$ cat src/common/fault_check_defs.svh
`ifndef FAULT_CHECK_DEFS_SVH
`define FAULT_CHECK_DEFS_SVH

// register word indexes; byte address is four times the index
`define IDX_OV_CHECK_EN 6'h1a
`define IDX_UV_CHECK_EN 6'h1b
`define IDX_AUX_OV_CHECK_EN 6'h1c
`define IDX_CELL_ADC_ALERT 6'h20
`define IDX_CELL_CMP_ALERT 6'h21
`define IDX_CHAN_ALERT 6'h22
`define IDX_IRQ_STATUS 6'h23
`define IDX_IRQ_MASK 6'h24

`define ADDR_IDX_HI 7
`define ADDR_IDX_LO 2

`define CELL_COUNT 14
`define AUX_COUNT 4
`define MEAS_W 14
`define IRQ_W 6

// enable register fields
`define EN_CELL_HI 13
`define EN_CELL_LO 0
`define EN_BLOCK_BIT 14
`define EN_CSA_BIT 15
`define EN_REG_W 16
`define AUX_EN_HI 3
`define EN_RESET 16'h0000
`define AUX_EN_RESET 4'h0

// alert status layout: cell ov low half, cell uv high half
`define ALERT_UV_LO 16
`define CHAN_CSA_OV_BIT 0
`define CHAN_CSA_UV_BIT 1
`define CHAN_BLK_OV_BIT 2
`define CHAN_BLK_UV_BIT 3
`define CHAN_AUX_ADC_LO 4
`define CHAN_AUX_CMP_LO 8

// interrupt event bits
`define IRQ_CELL_OV 0
`define IRQ_CELL_UV 1
`define IRQ_CSA 2
`define IRQ_BLOCK 3
`define IRQ_AUX 4
`define IRQ_SCAN_DONE 5

// aux channels that share the two-wire bus mode
`define AUX_BUS_MODE_CHANS 4'h3

`endif

$ cat src/common/fault_check_pkg.sv
`include "fault_check_defs.svh"

package fault_check_pkg;

   typedef enum logic [1:0] {
      KIND_CELL = 2'h0,
      KIND_CSA = 2'h1,
      KIND_BLOCK = 2'h2,
      KIND_AUX = 2'h3
   } meas_kind_e;

   typedef enum logic [1:0] {
      ST_IDLE = 2'h1,
      ST_SCAN = 2'h2
   } scan_state_e;

   typedef struct packed {
      logic valid;
      logic from_cmp;
      meas_kind_e kind;
      logic [3:0] chan;
      logic [`MEAS_W-1:0] value;
   } meas_s;

   typedef struct packed {
      logic [`MEAS_W-1:0] cell_ov_adc_threshold;
      logic [`MEAS_W-1:0] cell_uv_adc_threshold;
      logic [`MEAS_W-1:0] cell_ov_comparator_threshold;
      logic [`MEAS_W-1:0] cell_uv_comparator_threshold;
      logic [`MEAS_W-1:0] current_amp_ov_threshold;
      logic [`MEAS_W-1:0] current_amp_uv_threshold;
      logic [`MEAS_W-1:0] block_ov_threshold;
      logic [`MEAS_W-1:0] block_uv_threshold;
      logic [`MEAS_W-1:0] aux_ratio_cold_adc_threshold;
      logic [`MEAS_W-1:0] aux_abs_cold_adc_threshold;
      logic [`MEAS_W-1:0] aux_ratio_cold_cmp_threshold;
      logic [`MEAS_W-1:0] aux_abs_cold_cmp_threshold;
   } thresh_s;

   typedef struct packed {
      logic [`AUX_COUNT-1:0] aux_reference_select;
      logic [`AUX_COUNT-1:0] aux_pin_io_mode_en;
      logic aux_bus_mode_en;
   } aux_cfg_s;

   typedef struct packed {
      logic [`CELL_COUNT-1:0] cell_ov_check_en;
      logic [`CELL_COUNT-1:0] cell_uv_check_en;
      logic current_amp_ov_check_en;
      logic current_amp_uv_check_en;
      logic block_ov_check_en;
      logic block_uv_check_en;
      logic [`AUX_COUNT-1:0] aux_cold_check_en;
   } enables_s;

   typedef struct packed {
      logic [`CELL_COUNT-1:0] cell_adc_ov;
      logic [`CELL_COUNT-1:0] cell_adc_uv;
      logic [`CELL_COUNT-1:0] cell_cmp_ov;
      logic [`CELL_COUNT-1:0] cell_cmp_uv;
      logic csa_ov;
      logic csa_uv;
      logic blk_ov;
      logic blk_uv;
      logic [`AUX_COUNT-1:0] aux_adc;
      logic [`AUX_COUNT-1:0] aux_cmp;
   } alerts_s;

   typedef struct packed {
      logic [`IRQ_W-1:0] status;
      logic [`IRQ_W-1:0] mask;
   } irq_state_s;

endpackage

$ cat src/design/fault_compare.sv
`timescale 1ns/1ps
`include "fault_check_defs.svh"

module fault_compare
   import fault_check_pkg::*;
(
   input wire meas_s meas,
   input wire thresh_s thr,
   input wire enables_s en,
   input wire aux_cfg_s aux_cfg,
   output alerts_s hit
);

   function automatic logic [`CELL_COUNT-1:0] cell_select(input logic [3:0] chan);
      cell_select = '0;
      if (chan < 4'(`CELL_COUNT))
         cell_select[chan] = 1'b1;
   endfunction

   logic [`AUX_COUNT-1:0] aux_exceed_adc;
   logic [`AUX_COUNT-1:0] aux_exceed_cmp;
   logic [`AUX_COUNT-1:0] aux_live;
   logic [`AUX_COUNT-1:0] aux_sel;

   // pin-io mode, or bus mode on aux 1..0, masks the check; register still keeps its value
   assign aux_live = en.aux_cold_check_en & ~aux_cfg.aux_pin_io_mode_en &
                     ~(aux_cfg.aux_bus_mode_en ? `AUX_BUS_MODE_CHANS : 4'h0);
   assign aux_sel = (meas.chan < 4'(`AUX_COUNT)) ? 4'(4'h1 << meas.chan[1:0]) : 4'h0;

   genvar gi;
   generate
      for (gi = 0; gi < `AUX_COUNT; gi++) begin : g_aux
         assign aux_exceed_adc[gi] = meas.value > (aux_cfg.aux_reference_select[gi] ?
            thr.aux_abs_cold_adc_threshold : thr.aux_ratio_cold_adc_threshold);
         assign aux_exceed_cmp[gi] = meas.value > (aux_cfg.aux_reference_select[gi] ?
            thr.aux_abs_cold_cmp_threshold : thr.aux_ratio_cold_cmp_threshold);
      end
   endgenerate

   always_comb begin
      logic [`CELL_COUNT-1:0] csel;
      csel = cell_select(meas.chan);
      hit = '0;
      if (meas.valid) begin
         case (meas.kind)
            KIND_CELL: begin
               if (meas.from_cmp) begin
                  hit.cell_cmp_ov = en.cell_ov_check_en & csel &
                     {`CELL_COUNT{meas.value > thr.cell_ov_comparator_threshold}};
                  hit.cell_cmp_uv = en.cell_uv_check_en & csel &
                     {`CELL_COUNT{meas.value < thr.cell_uv_comparator_threshold}};
               end else begin
                  hit.cell_adc_ov = en.cell_ov_check_en & csel &
                     {`CELL_COUNT{meas.value > thr.cell_ov_adc_threshold}};
                  hit.cell_adc_uv = en.cell_uv_check_en & csel &
                     {`CELL_COUNT{meas.value < thr.cell_uv_adc_threshold}};
               end
            end
            KIND_CSA: begin
               // comparator results for the amplifier are simply not checked
               if (!meas.from_cmp) begin
                  hit.csa_ov = en.current_amp_ov_check_en &&
                     meas.value > thr.current_amp_ov_threshold;
                  hit.csa_uv = en.current_amp_uv_check_en &&
                     meas.value < thr.current_amp_uv_threshold;
               end
            end
            KIND_BLOCK: begin
               if (!meas.from_cmp) begin
                  hit.blk_ov = en.block_ov_check_en &&
                     meas.value > thr.block_ov_threshold;
                  hit.blk_uv = en.block_uv_check_en &&
                     meas.value < thr.block_uv_threshold;
               end
            end
            KIND_AUX: begin
               if (meas.from_cmp)
                  hit.aux_cmp = aux_live & aux_sel & aux_exceed_cmp;
               else
                  hit.aux_adc = aux_live & aux_sel & aux_exceed_adc;
            end
            default: hit = '0;
         endcase
      end
   end

endmodule

$ cat src/design/irq_status.sv
`timescale 1ns/1ps
`include "fault_check_defs.svh"

module irq_status
   import fault_check_pkg::*;
(
   input wire logic clk_sys,
   input wire logic resetn,
   input wire logic ce,
   input wire logic [`IRQ_W-1:0] event_in,
   input wire logic status_wr,
   input wire logic mask_wr,
   input wire logic [`IRQ_W-1:0] wdata,
   output logic [`IRQ_W-1:0] status,
   output logic [`IRQ_W-1:0] mask,
   output logic irq
);

   irq_state_s state_reg;
   irq_state_s state_next;

   always_comb begin
      state_next = state_reg;
      // write-one-to-clear, but a same-cycle event survives
      if (status_wr)
         state_next.status = state_reg.status & ~wdata;
      state_next.status = state_next.status | event_in;
      if (mask_wr)
         state_next.mask = wdata;
   end

   always_ff @(posedge clk_sys or negedge resetn) begin
      if (!resetn) begin
         state_reg <= '0;
      end else if (ce) begin
         state_reg <= state_next;
      end
   end

   assign status = state_reg.status;
   assign mask = state_reg.mask;
   assign irq = |(state_reg.status & state_reg.mask);

endmodule

$ cat src/design/fault_check_enable_regs.sv
// Behaviour
// - Enabled amplifier overvoltage check flags ADC results above its threshold.
// - Amplifier checks use ADC results only; comparator results are ignored.
// - Writing zero to an amplifier enable clears that amplifier alert.
// - Enabled block overvoltage check flags block ADC results above threshold.
// - Enabled block undervoltage check flags block ADC results below threshold.
// - Writing zero to a block enable clears that block alert.
// - Cell overvoltage enables bits 13..0 check ADC and comparator thresholds.
// - Cell undervoltage enables bits 13..0 check ADC and comparator thresholds.
// - Writing zero to a cell enable clears its ADC and comparator alerts.
// - Aux cold enables bits 3..0; reference select picks ratiometric or absolute.
// - Writing zero to an aux enable clears that aux channel alert.
// - Aux enable ignored in pin-io mode, or bus mode for 1..0; reads back.
// - Enabled checks are applied during scans, on ADC path, and on comparator path for cell and aux checks.
`timescale 1ns/1ps
`include "fault_check_defs.svh"

module fault_check_enable_regs
   import fault_check_pkg::*;
(
   input wire logic clk_sys,
   input wire logic resetn,
   input wire logic ce,
   input wire logic wb_cyc_i,
   input wire logic wb_stb_i,
   input wire logic wb_we_i,
   input wire logic [`ADDR_IDX_HI:0] wb_adr_i,
   input wire logic [3:0] wb_sel_i,
   input wire logic [31:0] wb_dat_i,
   output logic [31:0] wb_dat_o,
   output logic wb_ack_o,
   input wire logic scan_start,
   input wire logic scan_end,
   input wire meas_s meas,
   input wire thresh_s thr,
   input wire aux_cfg_s aux_cfg,
   output alerts_s alerts,
   output logic scanning,
   output logic irq
);

   typedef struct packed {
      logic [`EN_REG_W-1:0] ov_en;
      logic [`EN_REG_W-1:0] uv_en;
      logic [`AUX_EN_HI:0] aux_en;
      enables_s snap;
      alerts_s alert;
      scan_state_e scan;
      logic ack;
      logic [31:0] rdata;
      logic scan_done;
   } state_s;

   state_s state_reg;
   state_s state_next;

   alerts_s hit;
   meas_s meas_gated;
   logic [`IRQ_W-1:0] irq_events;
   logic [`IRQ_W-1:0] irq_stat;
   logic [`IRQ_W-1:0] irq_mask;
   logic req;
   logic wr;
   logic [`ADDR_IDX_HI-`ADDR_IDX_LO:0] idx;
   logic [`EN_REG_W-1:0] lane_mask;
   logic irq_status_wr;
   logic irq_mask_wr;

   function automatic logic [`EN_REG_W-1:0] merge16(input logic [`EN_REG_W-1:0] cur,
                                                    input logic [`EN_REG_W-1:0] wd,
                                                    input logic [`EN_REG_W-1:0] lm);
      merge16 = (cur & ~lm) | (wd & lm);
   endfunction

   function automatic logic is_idx(input logic [`ADDR_IDX_HI-`ADDR_IDX_LO:0] a,
                                   input logic [`ADDR_IDX_HI-`ADDR_IDX_LO:0] b);
      is_idx = (a == b);
   endfunction

   // one access per request; ack drops the cycle after it is given
   assign req = wb_cyc_i && wb_stb_i && !state_reg.ack;
   assign wr = req && wb_we_i;
   assign idx = wb_adr_i[`ADDR_IDX_HI:`ADDR_IDX_LO];
   assign lane_mask = {{8{wb_sel_i[1]}}, {8{wb_sel_i[0]}}};
   assign irq_status_wr = wr && is_idx(idx, 6'(`IDX_IRQ_STATUS));
   assign irq_mask_wr = wr && is_idx(idx, 6'(`IDX_IRQ_MASK));

   // results outside a scan never reach the compare
   always_comb begin
      meas_gated = meas;
      meas_gated.valid = meas.valid && (state_reg.scan == ST_SCAN);
   end

   fault_compare u_compare (
      .meas(meas_gated),
      .thr(thr),
      .en(state_reg.snap),
      .aux_cfg(aux_cfg),
      .hit(hit)
   );

   always_comb begin
      logic [`EN_REG_W-1:0] new_ov;
      logic [`EN_REG_W-1:0] new_uv;
      logic [`AUX_EN_HI:0] new_aux;
      logic [`EN_REG_W-1:0] clr_ov;
      logic [`EN_REG_W-1:0] clr_uv;
      logic [`AUX_EN_HI:0] clr_aux;
      alerts_s clr;
      new_ov = state_reg.ov_en;
      new_uv = state_reg.uv_en;
      new_aux = state_reg.aux_en;
      clr_ov = '0;
      clr_uv = '0;
      clr_aux = '0;
      clr = '0;
      state_next = state_reg;
      state_next.ack = req;
      state_next.scan_done = 1'b0;

      if (wr && is_idx(idx, 6'(`IDX_OV_CHECK_EN))) begin
         new_ov = merge16(state_reg.ov_en, wb_dat_i[`EN_REG_W-1:0], lane_mask);
         clr_ov = ~new_ov & lane_mask;
      end
      if (wr && is_idx(idx, 6'(`IDX_UV_CHECK_EN))) begin
         new_uv = merge16(state_reg.uv_en, wb_dat_i[`EN_REG_W-1:0], lane_mask);
         clr_uv = ~new_uv & lane_mask;
      end
      // upper bits of the aux register are not stored at all
      if (wr && is_idx(idx, 6'(`IDX_AUX_OV_CHECK_EN)) && wb_sel_i[0]) begin
         new_aux = wb_dat_i[`AUX_EN_HI:0];
         clr_aux = ~new_aux;
      end
      state_next.ov_en = new_ov;
      state_next.uv_en = new_uv;
      state_next.aux_en = new_aux;

      clr.cell_adc_ov = clr_ov[`EN_CELL_HI:`EN_CELL_LO];
      clr.cell_cmp_ov = clr_ov[`EN_CELL_HI:`EN_CELL_LO];
      clr.cell_adc_uv = clr_uv[`EN_CELL_HI:`EN_CELL_LO];
      clr.cell_cmp_uv = clr_uv[`EN_CELL_HI:`EN_CELL_LO];
      clr.csa_ov = clr_ov[`EN_CSA_BIT];
      clr.csa_uv = clr_uv[`EN_CSA_BIT];
      clr.blk_ov = clr_ov[`EN_BLOCK_BIT];
      clr.blk_uv = clr_uv[`EN_BLOCK_BIT];
      clr.aux_adc = clr_aux;
      clr.aux_cmp = clr_aux;

      // a fault caught in the clearing cycle is kept
      state_next.alert = (state_reg.alert & ~clr) | hit;

      case (state_reg.scan)
         ST_IDLE: begin
            if (scan_start) begin
               // enables are frozen per scan, so a write lands next scan
               state_next.snap.cell_ov_check_en = state_reg.ov_en[`EN_CELL_HI:`EN_CELL_LO];
               state_next.snap.cell_uv_check_en = state_reg.uv_en[`EN_CELL_HI:`EN_CELL_LO];
               state_next.snap.current_amp_ov_check_en = state_reg.ov_en[`EN_CSA_BIT];
               state_next.snap.current_amp_uv_check_en = state_reg.uv_en[`EN_CSA_BIT];
               state_next.snap.block_ov_check_en = state_reg.ov_en[`EN_BLOCK_BIT];
               state_next.snap.block_uv_check_en = state_reg.uv_en[`EN_BLOCK_BIT];
               state_next.snap.aux_cold_check_en = state_reg.aux_en;
               state_next.scan = ST_SCAN;
            end
         end
         ST_SCAN: begin
            if (scan_end) begin
               state_next.scan = ST_IDLE;
               state_next.scan_done = 1'b1;
            end
         end
         default: state_next.scan = ST_IDLE;
      endcase

      state_next.rdata = state_reg.rdata;
      if (req && !wb_we_i) begin
         case (idx)
            6'(`IDX_OV_CHECK_EN): state_next.rdata = 32'(state_reg.ov_en);
            6'(`IDX_UV_CHECK_EN): state_next.rdata = 32'(state_reg.uv_en);
            // mode-masked enables still read back as written
            6'(`IDX_AUX_OV_CHECK_EN): state_next.rdata = 32'(state_reg.aux_en);
            6'(`IDX_CELL_ADC_ALERT): state_next.rdata =
               {2'h0, state_reg.alert.cell_adc_uv, 2'h0, state_reg.alert.cell_adc_ov};
            6'(`IDX_CELL_CMP_ALERT): state_next.rdata =
               {2'h0, state_reg.alert.cell_cmp_uv, 2'h0, state_reg.alert.cell_cmp_ov};
            6'(`IDX_CHAN_ALERT): state_next.rdata = 32'({state_reg.alert.aux_cmp,
               state_reg.alert.aux_adc, state_reg.alert.blk_uv, state_reg.alert.blk_ov,
               state_reg.alert.csa_uv, state_reg.alert.csa_ov});
            6'(`IDX_IRQ_STATUS): state_next.rdata = 32'(irq_stat);
            6'(`IDX_IRQ_MASK): state_next.rdata = 32'(irq_mask);
            default: state_next.rdata = 32'h0000_0000;
         endcase
      end
   end

   always_ff @(posedge clk_sys or negedge resetn) begin
      if (!resetn) begin
         state_reg <= '0;
         state_reg.ov_en <= `EN_RESET;
         state_reg.uv_en <= `EN_RESET;
         state_reg.aux_en <= `AUX_EN_RESET;
         state_reg.scan <= ST_IDLE;
      end else if (ce) begin
         state_reg <= state_next;
      end
   end

   // fault events are new alerts only, so a held fault does not re-fire
   always_comb begin
      alerts_s fresh;
      fresh = hit & ~state_reg.alert;
      irq_events = '0;
      irq_events[`IRQ_CELL_OV] = |{fresh.cell_adc_ov, fresh.cell_cmp_ov};
      irq_events[`IRQ_CELL_UV] = |{fresh.cell_adc_uv, fresh.cell_cmp_uv};
      irq_events[`IRQ_CSA] = fresh.csa_ov | fresh.csa_uv;
      irq_events[`IRQ_BLOCK] = fresh.blk_ov | fresh.blk_uv;
      irq_events[`IRQ_AUX] = |{fresh.aux_adc, fresh.aux_cmp};
      irq_events[`IRQ_SCAN_DONE] = state_reg.scan_done;
   end

   irq_status u_irq (
      .clk_sys(clk_sys),
      .resetn(resetn),
      .ce(ce),
      .event_in(irq_events),
      .status_wr(irq_status_wr && wb_sel_i[0]),
      .mask_wr(irq_mask_wr && wb_sel_i[0]),
      .wdata(wb_dat_i[`IRQ_W-1:0]),
      .status(irq_stat),
      .mask(irq_mask),
      .irq(irq)
   );

   assign wb_ack_o = state_reg.ack;
   assign wb_dat_o = state_reg.rdata;
   assign alerts = state_reg.alert;
   assign scanning = (state_reg.scan == ST_SCAN);

endmodule

$ cat config.mk
export PLATFORM = sky130hd
export DESIGN_NAME = fault_check_enable_regs
export DESIGN_NICKNAME = d
export VERILOG_FILES = /design/src/common/fault_check_pkg.sv /design/src/design/fault_compare.sv /design/src/design/irq_status.sv /design/src/design/fault_check_enable_regs.sv
export VERILOG_INCLUDE_DIRS = /design/src /design/src/common
export SDC_FILE = /design/constraint.sdc
export NUM_CORES = 1
export LEC_CHECK = 0
export BUFFER_PORTS_ARGS = -buffer_cell sky130_fd_sc_hd__buf_2
export CORE_ASPECT_RATIO = 1.25
export CORE_UTILIZATION = 35
export CTS_CLUSTER_SIZE = 30
export DETAILED_ROUTE_END_ITERATION = 12
export HOLD_SLACK_MARGIN = 0.12
export SLEW_MARGIN = 40
export SYNTH_ARGS = -nofsm -noshare
export SYNTH_HDL_FRONTEND = slang
export SYNTH_SLANG_ARGS = --single-unit
export TNS_END_PERCENT = 50
$ cat constraint.sdc
create_clock -name clk_sys -period 3.8 [get_ports clk_sys]
set_input_delay 0.95 -clock clk_sys [delete_from_list [all_inputs] [get_ports clk_sys]]
set_output_delay 0.95 -clock clk_sys [all_outputs]
set_load 0.01 [all_outputs]
==> run_summary.xml <==
<?xml version="1.0" encoding="UTF-8"?>
<metrics>
  <group name="status">
    <metric name="status" unit="">complete, no violations</metric>
  </group>
  <group name="floorplanning">
    <metric name="design.die.area" unit="um^2">44600</metric>
    <metric name="fp-row-count" unit="">85</metric>
    <metric name="dieHeight" unit="um">236</metric>
    <metric name="floorplan.io_pins" unit="">354</metric>
    <metric name="fp.coreArea" unit="um^2">43100</metric>
    <metric name="die_width" unit="um">189</metric>
    <metric name="initial_utilization" unit="%">35.5</metric>
  </group>
  <group name="drt">
    <metric name="routedWlPerCell" unit="um">22.1</metric>
    <metric name="avgViaCountPerCell" unit="">5.56</metric>
    <metric name="drtPass1Iterations" unit="">6</metric>
    <metric name="wl" unit="mm">54.6</metric>
    <metric name="drtIter0Drc" unit="">903</metric>
    <metric name="num_vias" unit="">13800</metric>
    <metric name="drcViolationCount" unit="">0</metric>
    <metric name="postRouteAntennaNets" unit="">0</metric>
  </group>
  <group name="yosys">
    <metric name="synth_enable_flop_cells" unit="">0</metric>
    <metric name="average_size_of_a_mapped_cell" unit="um^2">9.30</metric>
    <metric name="post_synth_fa_ha_maj_area_fraction" unit="%">18.0</metric>
    <metric name="synth_cell_type_count" unit="">63</metric>
    <metric name="synthMostInstantiatedCell" unit="">sky130_fd_sc_hd__ha_1</metric>
    <metric name="synth_area_leaders" unit="">sky130_fd_sc_hd__dfrtp_1 (30%), sky130_fd_sc_hd__ha_1 (18%), sky130_fd_sc_hd__mux2i_1 (7.6%)</metric>
    <metric name="combinational_family_with_the_most_area_after_synthesis" unit="">adder cells</metric>
    <metric name="async_flop_share" unit="%">100</metric>
    <metric name="post_synth_instance_area" unit="um^2">15300</metric>
    <metric name="synth_seq_cells" unit="">186</metric>
    <metric name="yosys.area_share.xor_xnor" unit="%">0</metric>
    <metric name="synth_common_cells" unit="">sky130_fd_sc_hd__ha_1 (220), sky130_fd_sc_hd__dfrtp_1 (185), sky130_fd_sc_hd__o21ai_0 (164), sky130_fd_sc_hd__inv_1 (126), sky130_fd_sc_hd__mux2i_1 (116)</metric>
    <metric name="synth_top_area_cell" unit="">sky130_fd_sc_hd__dfrtp_1</metric>
    <metric name="synth_seq_area_share" unit="%">30.4</metric>
    <metric name="yosysWarningCount" unit="">0</metric>
    <metric name="synthDominantCellAreaShare" unit="%">30.2</metric>
    <metric name="dominantRegCellSynth" unit="">sky130_fd_sc_hd__dfrtp_1</metric>
    <metric name="synth_cells" unit="">1647</metric>
    <metric name="fraction_of_the_mapped_netlist_area_in_compound_gates" unit="%">17.4</metric>
    <metric name="synth_simple_gate_area_share" unit="%">10.5</metric>
    <metric name="post_synth_mux_area_share" unit="%">14.2</metric>
  </group>
  <group name="final_layout">
    <metric name="synthToLayoutAreaGrowth" unit="%">15.8</metric>
    <metric name="layout.filler_cells" unit="">4366</metric>
    <metric name="ratio_of_cells_with_drive_above_1_in_the_final_layout" unit="%">27.1</metric>
    <metric name="post_layout_nonfiller_instances" unit="">2475</metric>
    <metric name="number_of_flip_flops_under_the_largest_register_name" unit="">68</metric>
    <metric name="final_layout_net_count" unit="">2364</metric>
    <metric name="multi_input_combinational_cell_area" unit="um^2">9210</metric>
    <metric name="layout.area.seq" unit="um^2">4660</metric>
  </group>
  <group name="sta">
    <metric name="grt_setup_unrepaired" unit="">no</metric>
    <metric name="worst_relative_slew_slack" unit="%">54.7</metric>
    <metric name="timing.setup.tns" unit="ns">0</metric>
    <metric name="final_setup_violations" unit="">0</metric>
    <metric name="post-route-min-period" unit="ns">3.17</metric>
    <metric name="min_period_over_period" unit="%">83.6</metric>
    <metric name="max_freq" unit="GHz">0.315</metric>
    <metric name="worst_clock_skew" unit="ns">0.00924</metric>
    <metric name="tightest_slew" unit="ns">0.677</metric>
    <metric name="hold_viol" unit="">0</metric>
    <metric name="finalMaxSlewViolations" unit="">0</metric>
  </group>
  <group name="grt">
    <metric name="antenna_violations_before_repair" unit="">9</metric>
    <metric name="globalRouteTotalUtil" unit="%">24.6</metric>
    <metric name="global_route_wire_length_before_repair" unit="mm">83.4</metric>
    <metric name="grt.overflow.total" unit="">0</metric>
    <metric name="grt_start_max_net_pins" unit="">69</metric>
    <metric name="grt_pass1_vias" unit="">14000</metric>
  </group>
  <group name="critical_path">
    <metric name="critical_path_class" unit="">in2reg</metric>
    <metric name="r2r_worst_path_depth" unit="">5</metric>
    <metric name="cp-endpoint" unit="">u_irq.status[4]$_DFFE_PN0P_</metric>
    <metric name="cp.arrival" unit="ns">3.54</metric>
    <metric name="end_kind" unit="">flip-flop</metric>
    <metric name="regToRegStartpoint" unit="">wb_ack_o$_DFFE_PN0P_</metric>
    <metric name="timing.rr.end" unit="">state_reg[166]$_DFFE_PN0P_</metric>
    <metric name="setup.worst_path.start" unit="">aux_cfg[5]</metric>
    <metric name="r2r_setup_slack" unit="ns">1.55</metric>
    <metric name="critical_path.max_fanout" unit="">14</metric>
    <metric name="critical_path_required" unit="ns">4.16</metric>
    <metric name="crit_path_start_kind" unit="">input port</metric>
  </group>
  <group name="pwr">
    <metric name="p_leak" unit="uW">0.00938</metric>
    <metric name="power-per-cell-area" unit="nW/um^2">291</metric>
    <metric name="ir_worst_vdd" unit="mV">0.346</metric>
  </group>
  <group name="clock_network">
    <metric name="cts_setup_buffers" unit="">0</metric>
    <metric name="buffers_from_clock_root_to_sink_at_most" unit="">2</metric>
    <metric name="number_of_buffers_inserted_during_clock_tree_synthesis" unit="">17</metric>
    <metric name="clkSinkCount" unit="">186</metric>
    <metric name="htree_num_levels" unit="">4</metric>
    <metric name="cts.hold.buffers_added" unit="">0</metric>
    <metric name="tritoncts" unit="">done</metric>
    <metric name="clkSlewWorstSetupHoldPaths" unit="ns">0.07</metric>
    <metric name="clock-root-buffer" unit="">sky130_fd_sc_hd__clkbuf_16</metric>
    <metric name="insertion_delay_of_the_later_clocked_pin_in_the_worst_skew_pair" unit="ns">0.44</metric>
    <metric name="cts.repair.resized" unit="">0</metric>
  </group>
  <group name="job">
    <metric name="drv.max_cap_violation_count" unit="">0</metric>
  </group>
  <group name="place">
    <metric name="dp_hpwl" unit="mm">44.3</metric>
    <metric name="placed_insts" unit="">2439</metric>
    <metric name="io_buffers" unit="">331</metric>
    <metric name="gp_congestion" unit="">0.949</metric>
  </group>
  <group name="hold_path">
    <metric name="hold_path_class" unit="">reg2reg</metric>
  </group>
</metrics>
## layer usage
| layer | wire, um | part of all wire [%] | global-route usage, % | up-vias |
|---|---|---|---|---|
| met4 | 1610 | 2.9 | 8.09 | 10 |
| met2 | 26900 | 49 | 43.2 | 584 |
| met1 | 22100 | 40 | 30.0 | 6577 |
| met3 | 4000 | 7.3 | 4.34 | 95 |
| met5 | 66 | 0.12 | 0 | - |
| li1 | - | - | - | 6484 |
## cells in the final DEF (no fill, tap or decap), drive strengths merged, types with 5 or more instances in the layout
| master | count |
|---|---|
| nand2 | 67 |
| a22oi | 25 |
| and3 | 8 |
| buf | 383 |
| or3 | 6 |
| nor2 | 74 |
| nor4 | 9 |
| nor2b | 16 |
| dfrtp | 185 |
| a221oi | 6 |
| mux2i | 116 |
| mux2 | 90 |
| o31ai | 5 |
| nand3 | 46 |
| a222oi | 8 |
| o21a | 8 |
| o22ai | 29 |
| nand4 | 40 |
| a211oi | 14 |
| nor3 | 14 |
| o221ai | 6 |
| clkinv | 8 |
| a31oi | 5 |
| o21ai | 164 |
| o211ai | 6 |
| a21oi | 85 |
| ha | 220 |
| inv | 131 |
| a21o | 42 |
| nand2b | 12 |
| clkbuf | 18 |
## power by group
part | total [uW] | switching, uW | leakage, uW | internal, uW
combinational | 1300 | 749 | 0.00658 | 552
clock | 1740 | 819 | 0.000276 | 917
sequential | 2130 | 54.6 | 0.00252 | 2070
total | 5170 | 1620 | 0.00938 | 3540
## cell type report
class,instances,area share (%)
tap,565,3.99
inverter,127,2.69
multi-input combinational,1177,51.9
clock inverter,15,0.819
sequential,186,26.3
clock buffer,17,2.40
timing repair buffer,384,11.9
antenna,4,0.0565
## cells by family after synthesis
| logic type | count (synthesis) |
|---|---|
| DFF | 186 |
| and+or+nand+nor | 317 |
| buffers and inverters | 285 |
| adders and majority gates | 220 |
| muxes | 206 |
| other | 1 |
| AOI/OAI and AO/OA | 432 |
## stage by stage
stage / instance area, um^2 / hold WS, ns / worst slack (ns) / power, uW / utilization (%)
6_report: 17700 / 0.506 / 0.625 / 5170 / 41.2
5_1_grt: 17700 / 0.514 / 0.443 / 5450 / 41.1
4_1_cts: 17700 / 0.509 / 0.664 / 5190 / 41.1
3_5_place_dp: 17100 / 0.493 / 0.190 / 3470 / 39.8
3_3_place_gp: 17100 / 0.488 / 0.228 / 3430 / 39.8
2_1_floorplan: 15300 / 0.469 / 0.165 / 2970 / -
## worst min-delay path by stage
stage,from,slack [ns],to,cells after the start
2_1_floorplan,u_irq.status[5]$_DFFE_PN0P_,0.47,u_irq.status[5]$_DFFE_PN0P_,2
3_3_place_gp,state_reg[124]$_DFFE_PN0P_,0.49,state_reg[124]$_DFFE_PN0P_,1
3_5_place_dp,state_reg[122]$_DFFE_PN0P_,0.49,state_reg[122]$_DFFE_PN0P_,1
4_1_cts,state_reg[122]$_DFFE_PN0P_,0.51,state_reg[122]$_DFFE_PN0P_,1
5_1_grt,state_reg[128]$_DFFE_PN0P_,0.51,state_reg[128]$_DFFE_PN0P_,1
6_report,state_reg[120]$_DFFE_PN0P_,0.51,state_reg[120]$_DFFE_PN0P_,1
## worst max-delay path, stage by stage
cell and delay, ns:
sky130_fd_sc_hd__buf_2 0.35, sky130_fd_sc_hd__buf_4 0.20, sky130_fd_sc_hd__mux2i_1 0.23, sky130_fd_sc_hd__ha_1 0.20
sky130_fd_sc_hd__o21a_1 0.13, sky130_fd_sc_hd__nor2_1 0.04, sky130_fd_sc_hd__a211oi_1 0.38, sky130_fd_sc_hd__o311ai_0 0.24
sky130_fd_sc_hd__buf_4 0.19, sky130_fd_sc_hd__or2_2 0.26, sky130_fd_sc_hd__a31o_2 0.24, sky130_fd_sc_hd__a31oi_1 0.12
Power figures use the tool's default switching activity.
